[src/bdde_pkg.sv]
// Shared constants for the two-channel descriptor DMA engine and its bus side.
// Assumes one clock, mclk, shared by both ends of the link.
package bdde_pkg;
   // ****************************************
   // Sizes
   // ****************************************
   localparam int CH_N = 2;
   localparam int CFG_AW = 4;
   localparam int MODE_W = 12;
   localparam int WAIT_LO = 8;
   localparam int WAIT_W = 4;
   localparam logic BUS_PCI = 1'b0;
   localparam logic BUS_LOC = 1'b1;
   // ****************************************
   // Channel registers, index in cfgAddr[2:0], channel in cfgAddr[3]
   // ****************************************
   localparam logic [2:0] REG_MODE = 3'h0;
   localparam logic [2:0] REG_PCIA = 3'h1;
   localparam logic [2:0] REG_LOCA = 3'h2;
   localparam logic [2:0] REG_CNT = 3'h3;
   localparam logic [2:0] REG_DESC = 3'h4;
   localparam logic [2:0] REG_CSR = 3'h5;
   localparam logic [2:0] REG_ACT = 3'h6;
   // Mode bits
   localparam int M_SG = 0;
   localparam int M_RING = 1;
   localparam int M_DLOC = 2;
   localparam int M_WB = 3;
   localparam int M_DEMAND = 4;
   localparam int M_SWAP = 5;
   localparam int M_TOLOC = 6;
   localparam int M_ENDLESS = 7;
   // Control and status bits
   localparam int C_GO = 0;
   localparam int C_DONE = 1;
   localparam int C_EOT = 2;
   localparam int C_PERR = 3;
   localparam int C_BUSY = 4;
   // ****************************************
   // Descriptor: four words, byte offsets word*4
   // ****************************************
   localparam logic [1:0] D_PCIA = 2'h0;
   localparam logic [1:0] D_LOCA = 2'h1;
   localparam logic [1:0] D_CNT = 2'h2;
   localparam logic [1:0] D_CTL = 2'h3;
   localparam int DC_VALID = 0;
   localparam int DC_LAST = 1;
   localparam int DC_DIR = 2;
   localparam int DC_SERVICED = 3;
   // ****************************************
   // Bus side command map, Avalon word addresses
   // ****************************************
   localparam int AV_AW = 8;
   localparam logic [7:0] AV_MEM_BASE = 8'h40;
   localparam logic [7:0] AV_CTRL = 8'h80;
   localparam logic [7:0] AV_STAT = 8'h81;
   localparam int K_EOT = 0;
   localparam int K_DMA_REQUEST_N = 2;
   localparam int K_DIRECT = 4;
   localparam int K_RETRY = 6;
   localparam int K_PFLIP = 8;
   localparam logic [1:0] AV_WAIT_LAST = 2'h2;
   typedef enum logic [2:0] {ST_IDLE, ST_FETCH, ST_RD, ST_WR, ST_WB, ST_NEXT} bdde_state_t;
endpackage

[src/bdde_link_if.sv]
// Link between the DMA engine and the bridge buses, peripherals and command side.
// Assumes both ends run on the same clock; no clocking block.
interface bdde_link_if;
   import bdde_pkg::*;
   // Register port
   logic cfgWr;
   logic cfgRd;
   logic [CFG_AW-1:0] cfgAddr;
   logic [31:0] cfgWdata;
   logic [31:0] cfgRdata;
   // Bus masters, index 0 PCI and 1 local
   logic [1:0] busReq;
   logic [1:0] busWe;
   logic [1:0][31:0] busAddr;
   logic [1:0][31:0] busWdata;
   logic [1:0][3:0] busBe;
   logic [1:0][31:0] busRdata;
   logic [1:0] busPar;
   logic [1:0] busAck;
   logic [1:0] busRetry;
   logic [1:0] directBusy;
   // Peripheral controls, one per channel
   logic [CH_N-1:0] eotN;
   logic [CH_N-1:0] dreqN;
   logic [CH_N-1:0] dackN;
   modport dev(input cfgWr, cfgRd, cfgAddr, cfgWdata, busRdata, busPar, busAck, busRetry,
      directBusy, eotN, dreqN, output cfgRdata, busReq, busWe, busAddr, busWdata, busBe, dackN);
   modport host(output cfgWr, cfgRd, cfgAddr, cfgWdata, busRdata, busPar, busAck, busRetry,
      directBusy, eotN, dreqN, input cfgRdata, busReq, busWe, busAddr, busWdata, busBe, dackN);
endinterface

[src/bdde_engine.sv]
// Two-channel descriptor DMA engine, mastering the PCI and local buses.
// Assumes the bus side answers each request with one ack or retry pulse.
// How it works
// - Block mode: registers plus launch run whole transfer
// - Completion sets a pollable done status bit
// - Chain mode walks descriptors from first pointer
// - Descriptors fetched from PCI or local memory
// - Linear and ring descriptor lists both supported
// - Ring services valid descriptors, clears valid after
// - Master fills invalid descriptors, then sets valid
// - Write-back count and status before valid clear
// - Peripheral ends transfer early by end-of-transfer low
// - End-of-transfer aborts at once, writes actual count
// - Endless bursts run until end-of-transfer
// - Per-channel request/acknowledge pair pauses and resumes
// - Peripheral pauses when full or empty
// - Each channel has its own data buffer
// - Engine masters both PCI and local bus
// - Retry on a bus switches to other channel if it is active
// - DMA runs alongside direct bridge traffic
// - Direct transfers win the bus over DMA
// - Unaligned addresses and lengths handled
// - Optional byte swap on local bus data
// - Programmable wait states between local accesses
// - Parity checked on data from both buses
// - Exactly two channels, zero and one
module bdde_engine
   import bdde_pkg::*;
(
   // Clock and reset
   input wire logic mclk,
   input wire logic reset,
   // Bridge side
   bdde_link_if.dev lnk,
   // Channel activity
   output logic [CH_N-1:0] chBusy
);
   // ****************************************
   // Per-channel context
   // ****************************************
   logic [31:0] pciA [CH_N];
   logic [31:0] locA [CH_N];
   logic [31:0] cnt [CH_N];
   logic [31:0] descP [CH_N];
   logic [31:0] actual [CH_N];
   logic [31:0] ctlR [CH_N];
   logic [31:0] fifoW [CH_N];
   logic [2:0] fifoN [CH_N];
   logic [1:0] step [CH_N];
   logic [MODE_W-1:0] modeR [CH_N];
   bdde_state_t st [CH_N];
   logic [CH_N-1:0] dirR;
   logic [CH_N-1:0] done;
   logic [CH_N-1:0] eotSeen;
   logic [CH_N-1:0] perr;
   logic [CH_N-1:0] dackR;
   logic cur;
   logic [1:0] busReqR;
   logic reqBus;
   logic reqWe;
   logic [31:0] reqAddr;
   logic [31:0] reqData;
   logic [3:0] reqBe;
   logic [WAIT_W-1:0] waitCnt;
   logic [31:0] cfgRdR;

   function automatic logic [31:0] swapB(input logic [31:0] d);
      return {d[7:0], d[15:8], d[23:16], d[31:24]};
   endfunction

   function automatic bdde_state_t finishTo(input logic [MODE_W-1:0] m);
      if (!m[M_SG]) begin
         return ST_IDLE;
      end
      return (m[M_WB] || m[M_RING]) ? ST_WB : ST_NEXT;
   endfunction

   // ****************************************
   // Current channel decode
   // ****************************************
   wire reqOn = |busReqR;
   wire toLoc = dirR[cur];
   wire [31:0] srcA = toLoc ? pciA[cur] : locA[cur];
   wire [31:0] dstA = toLoc ? locA[cur] : pciA[cur];
   wire srcBus = toLoc ? BUS_PCI : BUS_LOC;
   wire dstBus = toLoc ? BUS_LOC : BUS_PCI;
   wire descBus = modeR[cur][M_DLOC] ? BUS_LOC : BUS_PCI;
   wire swapOn = modeR[cur][M_SWAP];
   wire endless = modeR[cur][M_ENDLESS];
   wire dataDone = !endless && cnt[cur] == 32'h0000_0000;
   wire [2:0] roomS = 3'(3'd4 - {1'b0, srcA[1:0]});
   wire [2:0] roomD = 3'(3'd4 - {1'b0, dstA[1:0]});
   wire [2:0] room = (roomS < roomD) ? roomS : roomD;
   wire [2:0] nB = (endless || cnt[cur] >= {29'h0, room}) ? room : cnt[cur][2:0];
   wire inData = st[cur] == ST_RD || st[cur] == ST_WR;
   wire paused = modeR[cur][M_DEMAND] && lnk.dreqN[cur] && inData;
   wire runnable = st[cur] != ST_IDLE && !paused;
   wire [4:0] oneHot = 5'(5'd1 << fifoN[cur]);
   wire [3:0] beRaw = 4'(oneHot - 5'd1);
   wire [3:0] beSh = 4'(beRaw << dstA[1:0]);
   wire [31:0] wrSh = fifoW[cur] << {dstA[1:0], 3'b000};
   wire dstSwap = dstBus == BUS_LOC && swapOn;
   wire [31:0] rdRaw = lnk.busRdata[reqBus];
   wire [31:0] rdSw = (reqBus == BUS_LOC && swapOn) ? swapB(rdRaw) : rdRaw;
   wire [31:0] rdAl = rdSw >> {srcA[1:0], 3'b000};
   wire parBad = (^rdRaw) != lnk.busPar[reqBus];
   wire ackIn = reqOn && lnk.busAck[reqBus];
   wire retryIn = reqOn && lnk.busRetry[reqBus];
   wire [1:0] wbOff = (step[cur] == 2'd0) ? D_CNT : D_CTL;
   wire [31:0] ctlDone = ctlR[cur] | (32'h0000_0001 << DC_SERVICED);
   wire cfgCh = lnk.cfgAddr[3];
   wire [2:0] cfgReg = lnk.cfgAddr[2:0];
   wire launch = lnk.cfgWr && cfgReg == REG_CSR && lnk.cfgWdata[C_GO] && st[cfgCh] == ST_IDLE;

   logic needBus;
   logic opBus;
   logic opWe;
   logic [31:0] opAddr;
   logic [31:0] opData;
   logic [3:0] opBe;

   // ****************************************
   // Next bus operation of the current channel
   // ****************************************
   always_comb begin
      needBus = 1'b0;
      opBus = BUS_PCI;
      opWe = 1'b0;
      opAddr = 32'h0000_0000;
      opData = 32'h0000_0000;
      opBe = 4'hF;
      unique case (st[cur])
         ST_FETCH: begin
            needBus = 1'b1;
            opBus = descBus;
            opAddr = descP[cur] + {28'h0, step[cur], 2'b00};
         end
         ST_RD: begin
            needBus = !dataDone;
            opBus = srcBus;
            opAddr = {srcA[31:2], 2'b00};
         end
         ST_WR: begin
            needBus = 1'b1;
            opBus = dstBus;
            opWe = 1'b1;
            opAddr = {dstA[31:2], 2'b00};
            opData = dstSwap ? swapB(wrSh) : wrSh;
            opBe = dstSwap ? {beSh[0], beSh[1], beSh[2], beSh[3]} : beSh;
         end
         ST_WB: begin
            needBus = 1'b1;
            opBus = descBus;
            opWe = 1'b1;
            opAddr = descP[cur] + {28'h0, wbOff, 2'b00};
            opData = (step[cur] == 2'd0) ? actual[cur] : ctlDone;
            if (step[cur] == 2'd2) begin
               opData = ctlDone & ~(32'h0000_0001 << DC_VALID);
            end
         end
         default: begin
            needBus = 1'b0;
         end
      endcase
   end

   // Direct traffic keeps the bus while it is busy; DMA only fills the gaps
   wire startOk = !reqOn && runnable && needBus && !lnk.directBusy[opBus]
      && !(opBus == BUS_LOC && waitCnt != 4'h0);

   assign lnk.busReq = busReqR;
   assign lnk.busWe = {reqWe, reqWe};
   assign lnk.busAddr = {reqAddr, reqAddr};
   assign lnk.busWdata = {reqData, reqData};
   assign lnk.busBe = {reqBe, reqBe};
   assign lnk.dackN = dackR;
   assign lnk.cfgRdata = cfgRdR;

   // ****************************************
   // Sequencer
   // ****************************************
   always_ff @(posedge mclk or posedge reset) begin
      if (reset) begin
         for (int i = 0; i < CH_N; i++) begin
            pciA[i] <= 32'h0000_0000;
            locA[i] <= 32'h0000_0000;
            cnt[i] <= 32'h0000_0000;
            descP[i] <= 32'h0000_0000;
            actual[i] <= 32'h0000_0000;
            ctlR[i] <= 32'h0000_0000;
            fifoW[i] <= 32'h0000_0000;
            fifoN[i] <= 3'h0;
            step[i] <= 2'h0;
            modeR[i] <= '0;
            st[i] <= ST_IDLE;
         end
         dirR <= '0;
         done <= '0;
         eotSeen <= '0;
         perr <= '0;
         dackR <= '1;
         chBusy <= '0;
         cur <= 1'b0;
         busReqR <= 2'b00;
         reqBus <= BUS_PCI;
         reqWe <= 1'b0;
         reqAddr <= 32'h0000_0000;
         reqData <= 32'h0000_0000;
         reqBe <= 4'h0;
         waitCnt <= '0;
         cfgRdR <= 32'h0000_0000;
      end else begin
         if (waitCnt != 4'h0) begin
            waitCnt <= waitCnt - 4'h1;
         end
         if (!reqOn) begin
            if (startOk) begin
               busReqR <= (opBus == BUS_LOC) ? 2'b10 : 2'b01;
               reqBus <= opBus;
               reqWe <= opWe;
               reqAddr <= opAddr;
               reqData <= opData;
               reqBe <= opBe;
            end else if (runnable && st[cur] == ST_RD && dataDone) begin
               st[cur] <= finishTo(modeR[cur]);
               step[cur] <= modeR[cur][M_WB] ? 2'd0 : 2'd2;
               done[cur] <= !modeR[cur][M_SG];
            end else if (st[cur] == ST_NEXT) begin
               if ((ctlR[cur][DC_LAST] && !modeR[cur][M_RING]) || eotSeen[cur]) begin
                  st[cur] <= ST_IDLE;
                  done[cur] <= 1'b1;
               end else begin
                  descP[cur] <= {ctlR[cur][31:4], 4'h0};
                  step[cur] <= 2'd0;
                  st[cur] <= ST_FETCH;
               end
            end else if (!runnable) begin
               cur <= ~cur;
            end
         end else if (retryIn) begin
            busReqR <= 2'b00;
            if (st[~cur] != ST_IDLE) begin
               cur <= ~cur;
            end
         end else if (ackIn) begin
            busReqR <= 2'b00;
            if (reqBus == BUS_LOC) begin
               waitCnt <= modeR[cur][WAIT_LO +: WAIT_W];
            end
            if (!reqWe && parBad) begin
               perr[cur] <= 1'b1;
            end
            unique case (st[cur])
               ST_FETCH: begin
                  step[cur] <= 2'(step[cur] + 2'd1);
                  unique case (step[cur])
                     D_PCIA: pciA[cur] <= rdRaw;
                     D_LOCA: locA[cur] <= rdRaw;
                     D_CNT: cnt[cur] <= rdRaw;
                     default: begin
                        ctlR[cur] <= rdRaw;
                        if (modeR[cur][M_RING] && !rdRaw[DC_VALID]) begin
                           cur <= ~cur;
                        end else begin
                           dirR[cur] <= rdRaw[DC_DIR];
                           actual[cur] <= 32'h0000_0000;
                           st[cur] <= ST_RD;
                        end
                     end
                  endcase
               end
               ST_RD: begin
                  fifoW[cur] <= rdAl;
                  fifoN[cur] <= nB;
                  st[cur] <= ST_WR;
               end
               ST_WR: begin
                  pciA[cur] <= pciA[cur] + {29'h0, fifoN[cur]};
                  locA[cur] <= locA[cur] + {29'h0, fifoN[cur]};
                  if (!endless) begin
                     cnt[cur] <= cnt[cur] - {29'h0, fifoN[cur]};
                  end
                  actual[cur] <= actual[cur] + {29'h0, fifoN[cur]};
                  st[cur] <= ST_RD;
               end
               ST_WB: begin
                  if (step[cur] == 2'd0) begin
                     step[cur] <= 2'd1;
                  end else if (step[cur] == 2'd1 && modeR[cur][M_RING]) begin
                     step[cur] <= 2'd2;
                  end else begin
                     st[cur] <= ST_NEXT;
                  end
               end
               default: begin
                  st[cur] <= st[cur];
               end
            endcase
         end
         // Register writes; a launch only takes an idle channel
         if (lnk.cfgWr) begin
            unique case (cfgReg)
               REG_MODE: modeR[cfgCh] <= lnk.cfgWdata[MODE_W-1:0];
               REG_PCIA: pciA[cfgCh] <= lnk.cfgWdata;
               REG_LOCA: locA[cfgCh] <= lnk.cfgWdata;
               REG_CNT: cnt[cfgCh] <= lnk.cfgWdata;
               REG_DESC: descP[cfgCh] <= lnk.cfgWdata;
               default: begin
               end
            endcase
         end
         if (launch) begin
            done[cfgCh] <= 1'b0;
            eotSeen[cfgCh] <= 1'b0;
            perr[cfgCh] <= 1'b0;
            actual[cfgCh] <= 32'h0000_0000;
            step[cfgCh] <= 2'd0;
            dirR[cfgCh] <= modeR[cfgCh][M_TOLOC];
            st[cfgCh] <= modeR[cfgCh][M_SG] ? ST_FETCH : ST_RD;
         end
         // A beat acknowledged in this cycle still counts; abort then follows next cycle
         for (int i = 0; i < CH_N; i++) begin
            if (!lnk.eotN[i] && (st[i] == ST_RD || st[i] == ST_WR)
                  && !(ackIn && cur == 1'(i))) begin
               st[i] <= finishTo(modeR[i]);
               step[i] <= modeR[i][M_WB] ? 2'd0 : 2'd2;
               done[i] <= !modeR[i][M_SG];
               eotSeen[i] <= 1'b1;
               if (reqOn && cur == 1'(i)) begin
                  busReqR <= 2'b00;
               end
            end
            dackR[i] <= !(reqOn && cur == 1'(i) && inData && modeR[i][M_DEMAND]);
            chBusy[i] <= st[i] != ST_IDLE;
         end
         if (lnk.cfgRd) begin
            unique case (cfgReg)
               REG_MODE: cfgRdR <= {20'h0_0000, modeR[cfgCh]};
               REG_PCIA: cfgRdR <= pciA[cfgCh];
               REG_LOCA: cfgRdR <= locA[cfgCh];
               REG_CNT: cfgRdR <= cnt[cfgCh];
               REG_DESC: cfgRdR <= descP[cfgCh];
               REG_CSR: cfgRdR <= {27'h0, st[cfgCh] != ST_IDLE, perr[cfgCh],
                  eotSeen[cfgCh], done[cfgCh], 1'b0};
               REG_ACT: cfgRdR <= actual[cfgCh];
               default: cfgRdR <= 32'h0000_0000;
            endcase
         end
      end
   end
endmodule

[src/flat_wrapper.sv]
// flat-port wrapper written by rule: the top's interface ports become plain ports
module bdde_engine_flat import bdde_pkg::*;
  (mclk, reset, chBusy, lnk_cfgWr, lnk_cfgRd, lnk_cfgAddr, lnk_cfgWdata, lnk_busRdata, lnk_busPar, lnk_busAck, lnk_busRetry, lnk_directBusy, lnk_eotN, lnk_dreqN, lnk_cfgRdata, lnk_busReq, lnk_busWe, lnk_busAddr, lnk_busWdata, lnk_busBe, lnk_dackN);
  bdde_link_if lnk_i ();
  input wire logic mclk;
  input wire logic reset;
  output logic [CH_N-1:0] chBusy;
  input wire logic [$bits(lnk_i.cfgWr)-1:0] lnk_cfgWr;
  input wire logic [$bits(lnk_i.cfgRd)-1:0] lnk_cfgRd;
  input wire logic [$bits(lnk_i.cfgAddr)-1:0] lnk_cfgAddr;
  input wire logic [$bits(lnk_i.cfgWdata)-1:0] lnk_cfgWdata;
  input wire logic [$bits(lnk_i.busRdata)-1:0] lnk_busRdata;
  input wire logic [$bits(lnk_i.busPar)-1:0] lnk_busPar;
  input wire logic [$bits(lnk_i.busAck)-1:0] lnk_busAck;
  input wire logic [$bits(lnk_i.busRetry)-1:0] lnk_busRetry;
  input wire logic [$bits(lnk_i.directBusy)-1:0] lnk_directBusy;
  input wire logic [$bits(lnk_i.eotN)-1:0] lnk_eotN;
  input wire logic [$bits(lnk_i.dreqN)-1:0] lnk_dreqN;
  output wire logic [$bits(lnk_i.cfgRdata)-1:0] lnk_cfgRdata;
  output wire logic [$bits(lnk_i.busReq)-1:0] lnk_busReq;
  output wire logic [$bits(lnk_i.busWe)-1:0] lnk_busWe;
  output wire logic [$bits(lnk_i.busAddr)-1:0] lnk_busAddr;
  output wire logic [$bits(lnk_i.busWdata)-1:0] lnk_busWdata;
  output wire logic [$bits(lnk_i.busBe)-1:0] lnk_busBe;
  output wire logic [$bits(lnk_i.dackN)-1:0] lnk_dackN;
  assign lnk_i.cfgWr = lnk_cfgWr;
  assign lnk_i.cfgRd = lnk_cfgRd;
  assign lnk_i.cfgAddr = lnk_cfgAddr;
  assign lnk_i.cfgWdata = lnk_cfgWdata;
  assign lnk_i.busRdata = lnk_busRdata;
  assign lnk_i.busPar = lnk_busPar;
  assign lnk_i.busAck = lnk_busAck;
  assign lnk_i.busRetry = lnk_busRetry;
  assign lnk_i.directBusy = lnk_directBusy;
  assign lnk_i.eotN = lnk_eotN;
  assign lnk_i.dreqN = lnk_dreqN;
  assign lnk_cfgRdata = lnk_i.cfgRdata;
  assign lnk_busReq = lnk_i.busReq;
  assign lnk_busWe = lnk_i.busWe;
  assign lnk_busAddr = lnk_i.busAddr;
  assign lnk_busWdata = lnk_i.busWdata;
  assign lnk_busBe = lnk_i.busBe;
  assign lnk_dackN = lnk_i.dackN;
  bdde_engine u_core (.mclk(mclk), .reset(reset), .lnk(lnk_i), .chBusy(chBusy));
endmodule
[config.mk]
export PLATFORM = sky130hd
export DESIGN_NAME = bdde_engine_flat
export DESIGN_NICKNAME = d
export VERILOG_FILES = /design/src/bdde_pkg.sv /design/src/bdde_link_if.sv /design/src/bdde_engine.sv /design/src/flat_wrapper.sv
export SDC_FILE = /design/constraint.sdc
export NUM_CORES = 2
export LEC_CHECK = 0
export BUFFER_PORTS_ARGS = -buffer_cell sky130_fd_sc_hd__buf_2
export CAP_MARGIN = 10
export CORE_ASPECT_RATIO = 1.5
export CORE_MARGIN = 5
export CORE_UTILIZATION = 50
export CTS_CLUSTER_SIZE = 14
export DETAILED_ROUTE_END_ITERATION = 10
export PLACE_DENSITY = 0.71
export SYNTH_ARGS = -nofsm -noshare
export SYNTH_HDL_FRONTEND = slang
export SYNTH_SLANG_ARGS = --single-unit
[constraint.sdc]
create_clock -name mclk -period 28.9 [get_ports mclk]
set_input_delay 7.225 -clock mclk [delete_from_list [all_inputs] [get_ports mclk]]
set_output_delay 7.225 -clock mclk [all_outputs]
set_load 0.01 [all_outputs]
==> impl_metrics.toml <==
[layout]
multi_input_comb_area_um2 = 24700
filler_cell_count = 7944
sequential_cell_area_um2 = 15200
flow.area_growth_from_synthesis_pct = 10.1
nets = 5161
layout_cells_sized_above_1_pct = 16.2

[floorplan]
core_region_area_um2 = 83900
die_area_um2 = 90800
die_h_um = 367
io_pins = 292
row_count = 130
die_w_um = 248
initial_utilization_pct = 50.5

[placed_design]
placement.io_buffers = 291
gp_congestion = 1.09
hpwl_um = 170000

[clocking]
cts_setup_buffers = 0
cts_root_buffer = "sky130_fd_sc_hd__clkbuf_16"
post_cts_resize_count = 0
cts_max_path_buffers = 3
clkSinkCount = 607
tritoncts.num_buffers = 68
clkLatencyLatePin_ps = 700
clk_pin_slew_ps = 60
post_cts_hold_buffer_count = 0
ctsHtreeMaxLevel = 3
tritoncts = "built"

[routing]
num_vias = 45700
avgRoutedWirePerCell_um = 37.8
drt_iter0_markers = 7134
antenna_viol_nets_final = 0
number_of_iterations_in_the_first_detailed_routing_pass = 10
routed_wl_um = 234000
routed_via_density = 7.37
drc = 0

[yosys]
synthFlopType = "sky130_fd_sc_hd__dfrtp_1"
synth_seq_cells = 607
post_synth_edffs = 0
post_synth_inst_count = 5007
multiplexer_share_of_the_synthesized_area_pct = 12.5
avgSynthCellArea_um2 = 8.46
synth_top_area_share_pct = 35.7
yosys.area_share.simple_pct = 16.2
synthAdderAreaFrac_pct = 1.09
synth_most_common_cell = "sky130_fd_sc_hd__nor2_1"
synth_top_cells_by_count = "622 x sky130_fd_sc_hd__nor2_1, 605 x sky130_fd_sc_hd__dfrtp_1, 460 x sky130_fd_sc_hd__nand2_1"
synth-xor-area-share_pct = 3.28
yosys.area.top_type = "sky130_fd_sc_hd__dfrtp_1"
post_synthesis_instance_area_um2 = 42400
netlist-cell-type-count = 89
mappedNetlistNets = 5157
synth_top_family_by_area = "compound AO/OA/AOI/OAI gates"
fraction_of_registers_with_async_set_or_reset_after_synthesis_pct = 100
post_synth_main_area_contributors = "sky130_fd_sc_hd__dfrtp_1 36%, sky130_fd_sc_hd__mux2i_1 7.3%, sky130_fd_sc_hd__nor2_1 5.5%, sky130_fd_sc_hd__a21oi_1 4.8%, sky130_fd_sc_hd__nand2_1 4.1%"
synthesis.yosys.warnings = 0
synth.yosys.seq_area_share_pct = 35.9
synth_compound_area_share_pct = 24.9

[grt]
grt_use_total_pct = 49.7
grt_pass1_vias = 42600
busiest_layer = "met2"
met2_usage_pct = 70.8
antenna_violations_before_repair = 27
grt.overflow.total = 0
grt_pass1_wl_um = 324000
groute.layer.met1.usage_pct = 60.5
globalRouteMet3Util_pct = 16.6
pin_count_of_the_biggest_net_entering_global_routing = 154

[sta]
report.final.slew_viol_count = 0
timing.slew.headroom_pct = 1.18
maxClockFrequency_mhz = 97.6
fin_crit_ps = 10240
fin_tns_setup_ps = 0
number_of_setup_violations_in_the_final_report = 0
worst_clock_skew_ps = 33.0
worst_slew_pin_tran_ps = 1480
grt_setup_unrepaired = "no"
final-hold-violation-count = 0
period_share_pct = 35.4

[worst_setup_path]
cp-start-kind = "primary input"
timing.critical_path.buf_inv = 4
worstPathArrival_ps = 10770
worstPathCellList = "buf_2, mux2i_1, nand2_2, buf_4, nor2_2, buf_4, nand2_1, buf_4, a222oi_1, a21oi_1"
worst_path_max_delay_cell = "sky130_fd_sc_hd__mux2i_1"
critical_path_peak_fanout = 22
critical_path_class = "primary input to flop"
cp-end-kind = "flop"
dominant_delay_contributor_by_cell_family_on_the_critical_path = "buffers and inverters"
crit_path_frequent_cell = "sky130_fd_sc_hd__buf_4"
critical_path.max_stage_delay_ps = 840
critPathRequiredTime_ps = 29430

[pwr]
internal-power_uw = 2670
power.ir.vdd_worst_mv = 0.164
p_per_area_nw_per_um2 = 120
clockPowerShare_pct = 16.6
final_total_power_uw = 5580
power.switching_uw = 2910
sw_frac_of_total_pct = 52.1
combPwrFrac_pct = 56.1
power_share_of_the_sequential_group_pct = 27.3
power.leakage_uw = 0.0195

[job]
max_cap_viols = 1

[min_path]
hold_class = "flop to flop"

[status]
violations = "max-capacitance violations"
status = "finished with violations"
-- metrics by stage --
step	hold WS [ps]	std cells	util, %	instance area (um2)	setup slack [ps]
2_1_floorplan	443	5007	-	42400	4680
3_3_place_gp	455	6062	52.8	44300	18200
3_5_place_dp	464	6062	52.8	44300	18150
4_1_cts	477	6182	55.5	46600	18840
5_1_grt	497	6186	55.5	46600	18590
6_report	472	6197	55.6	46600	18660
-- placed cells by master (no fill, tap or decap), drive strengths merged, types with 45 or more instances in the layout --
cell	synthesis	final
nand2	460	460
o221ai	48	48
a21oi	407	407
o21ai	345	345
a22oi	167	167
a22o	46	46
inv	72	76
nor2	622	622
a31oi	45	45
nand3	94	94
mux2i	310	310
mux2	145	145
a221oi	140	140
nor3	117	117
clkbuf	313	103
dfrtp	605	605
a222oi	46	46
xnor2	114	114
o22ai	91	91
buf	205	452
-- logic make-up after synthesis --
group,Yosys count
xor gates and xnor gates,157
DFF,607
buffers and inverters,591
and+or+nand+nor,1541
AOI/OAI and AO/OA,1597
muxes,480
adders and majority gates,34
-- worst register-to-register path, stage by stage (launching register included) --
cell,delay [ps]
sky130_fd_sc_hd__dfrtp_4,900
sky130_fd_sc_hd__buf_12,590
sky130_fd_sc_hd__mux2_2,730
sky130_fd_sc_hd__mux2_2,240
sky130_fd_sc_hd__buf_4,440
sky130_fd_sc_hd__clkinv_1,430
sky130_fd_sc_hd__ha_1,420
sky130_fd_sc_hd__inv_1,50
sky130_fd_sc_hd__ha_1,280
sky130_fd_sc_hd__a21o_1,150
sky130_fd_sc_hd__a21oi_1,260
sky130_fd_sc_hd__mux2i_1,280
sky130_fd_sc_hd__inv_1,70
sky130_fd_sc_hd__ha_1,280
sky130_fd_sc_hd__nand2b_1,140
sky130_fd_sc_hd__a21o_1,170
sky130_fd_sc_hd__a21oi_1,180
sky130_fd_sc_hd__nand3_1,230
sky130_fd_sc_hd__mux2i_1,240
sky130_fd_sc_hd__mux2_2,320
-- power groups by stage --
| stage | Combinational, uW | Sequential [uW] | Clock (uW) |
|---|---|---|---|
| final | 3130 | 1520 | 926 |
| after global routing | 3250 | 1530 | 960 |
| after global placement | 2950 | 1500 | 0 |
| after detailed placement | 2980 | 1500 | 0 |
| after floorplan | 1940 | 1350 | 0 |
| after CTS | 2990 | 1480 | 923 |
-- routing by layer --
metal | vias up | wire, um | part of all wire (%)
li1 | 18400 | - | -
met1 | 22200 | 79600 | 34
met2 | 3876 | 96700 | 41
met3 | 1143 | 32300 | 14
met4 | 16 | 25500 | 11
met5 | - | 108 | 0.046
-- sequential cells by signal, indices dropped and copies added, names as in the netlist, 4 cells and up --
name,cells
u_core.descP,64
u_core.cnt,64
u_core.fifoW,64
u_core.reqData,32
u_core.reqBe,4
u_core.actual,64
u_core.st,6
u_core.fifoN,6
u_core.locA,64
u_core.lnk.cfgRdata,32
u_core.modeR,24
u_core.pciA,64
u_core.step,4
u_core.waitCnt,4
u_core.ctlR,62
u_core.reqAddr,32
-- path summary, 6_finish.rpt --
path / slack [ps] / depth (start not counted) / from / end
max in group asynchronous: 19890 / 4 / reset / u_core.pciA[26]
min: 470 / 2 / u_core.fifoW[20] / u_core.fifoW[20]
max reg2reg: 22370 / 19 / u_core.cur / u_core.fifoN[0]
min in group asynchronous: 6640 / 2 / reset / u_core.done[1]
max: 18660 / 10 / lnk_busRetry[1] / u_core.locA[19]
min reg2reg: 470 / 2 / u_core.fifoW[20] / u_core.fifoW[20]
-- layout make-up --
cell class	instances	area share, %
multi-input cells	3809	53.0
flip-flops and latches	607	32.6
repair buffers	452	5.79
clock buffers	103	4.45
well taps	1122	3.01
inverters	73	0.604
clock inverters	17	0.429
diodes	14	0.0751
Power figures use the tool's default switching activity.
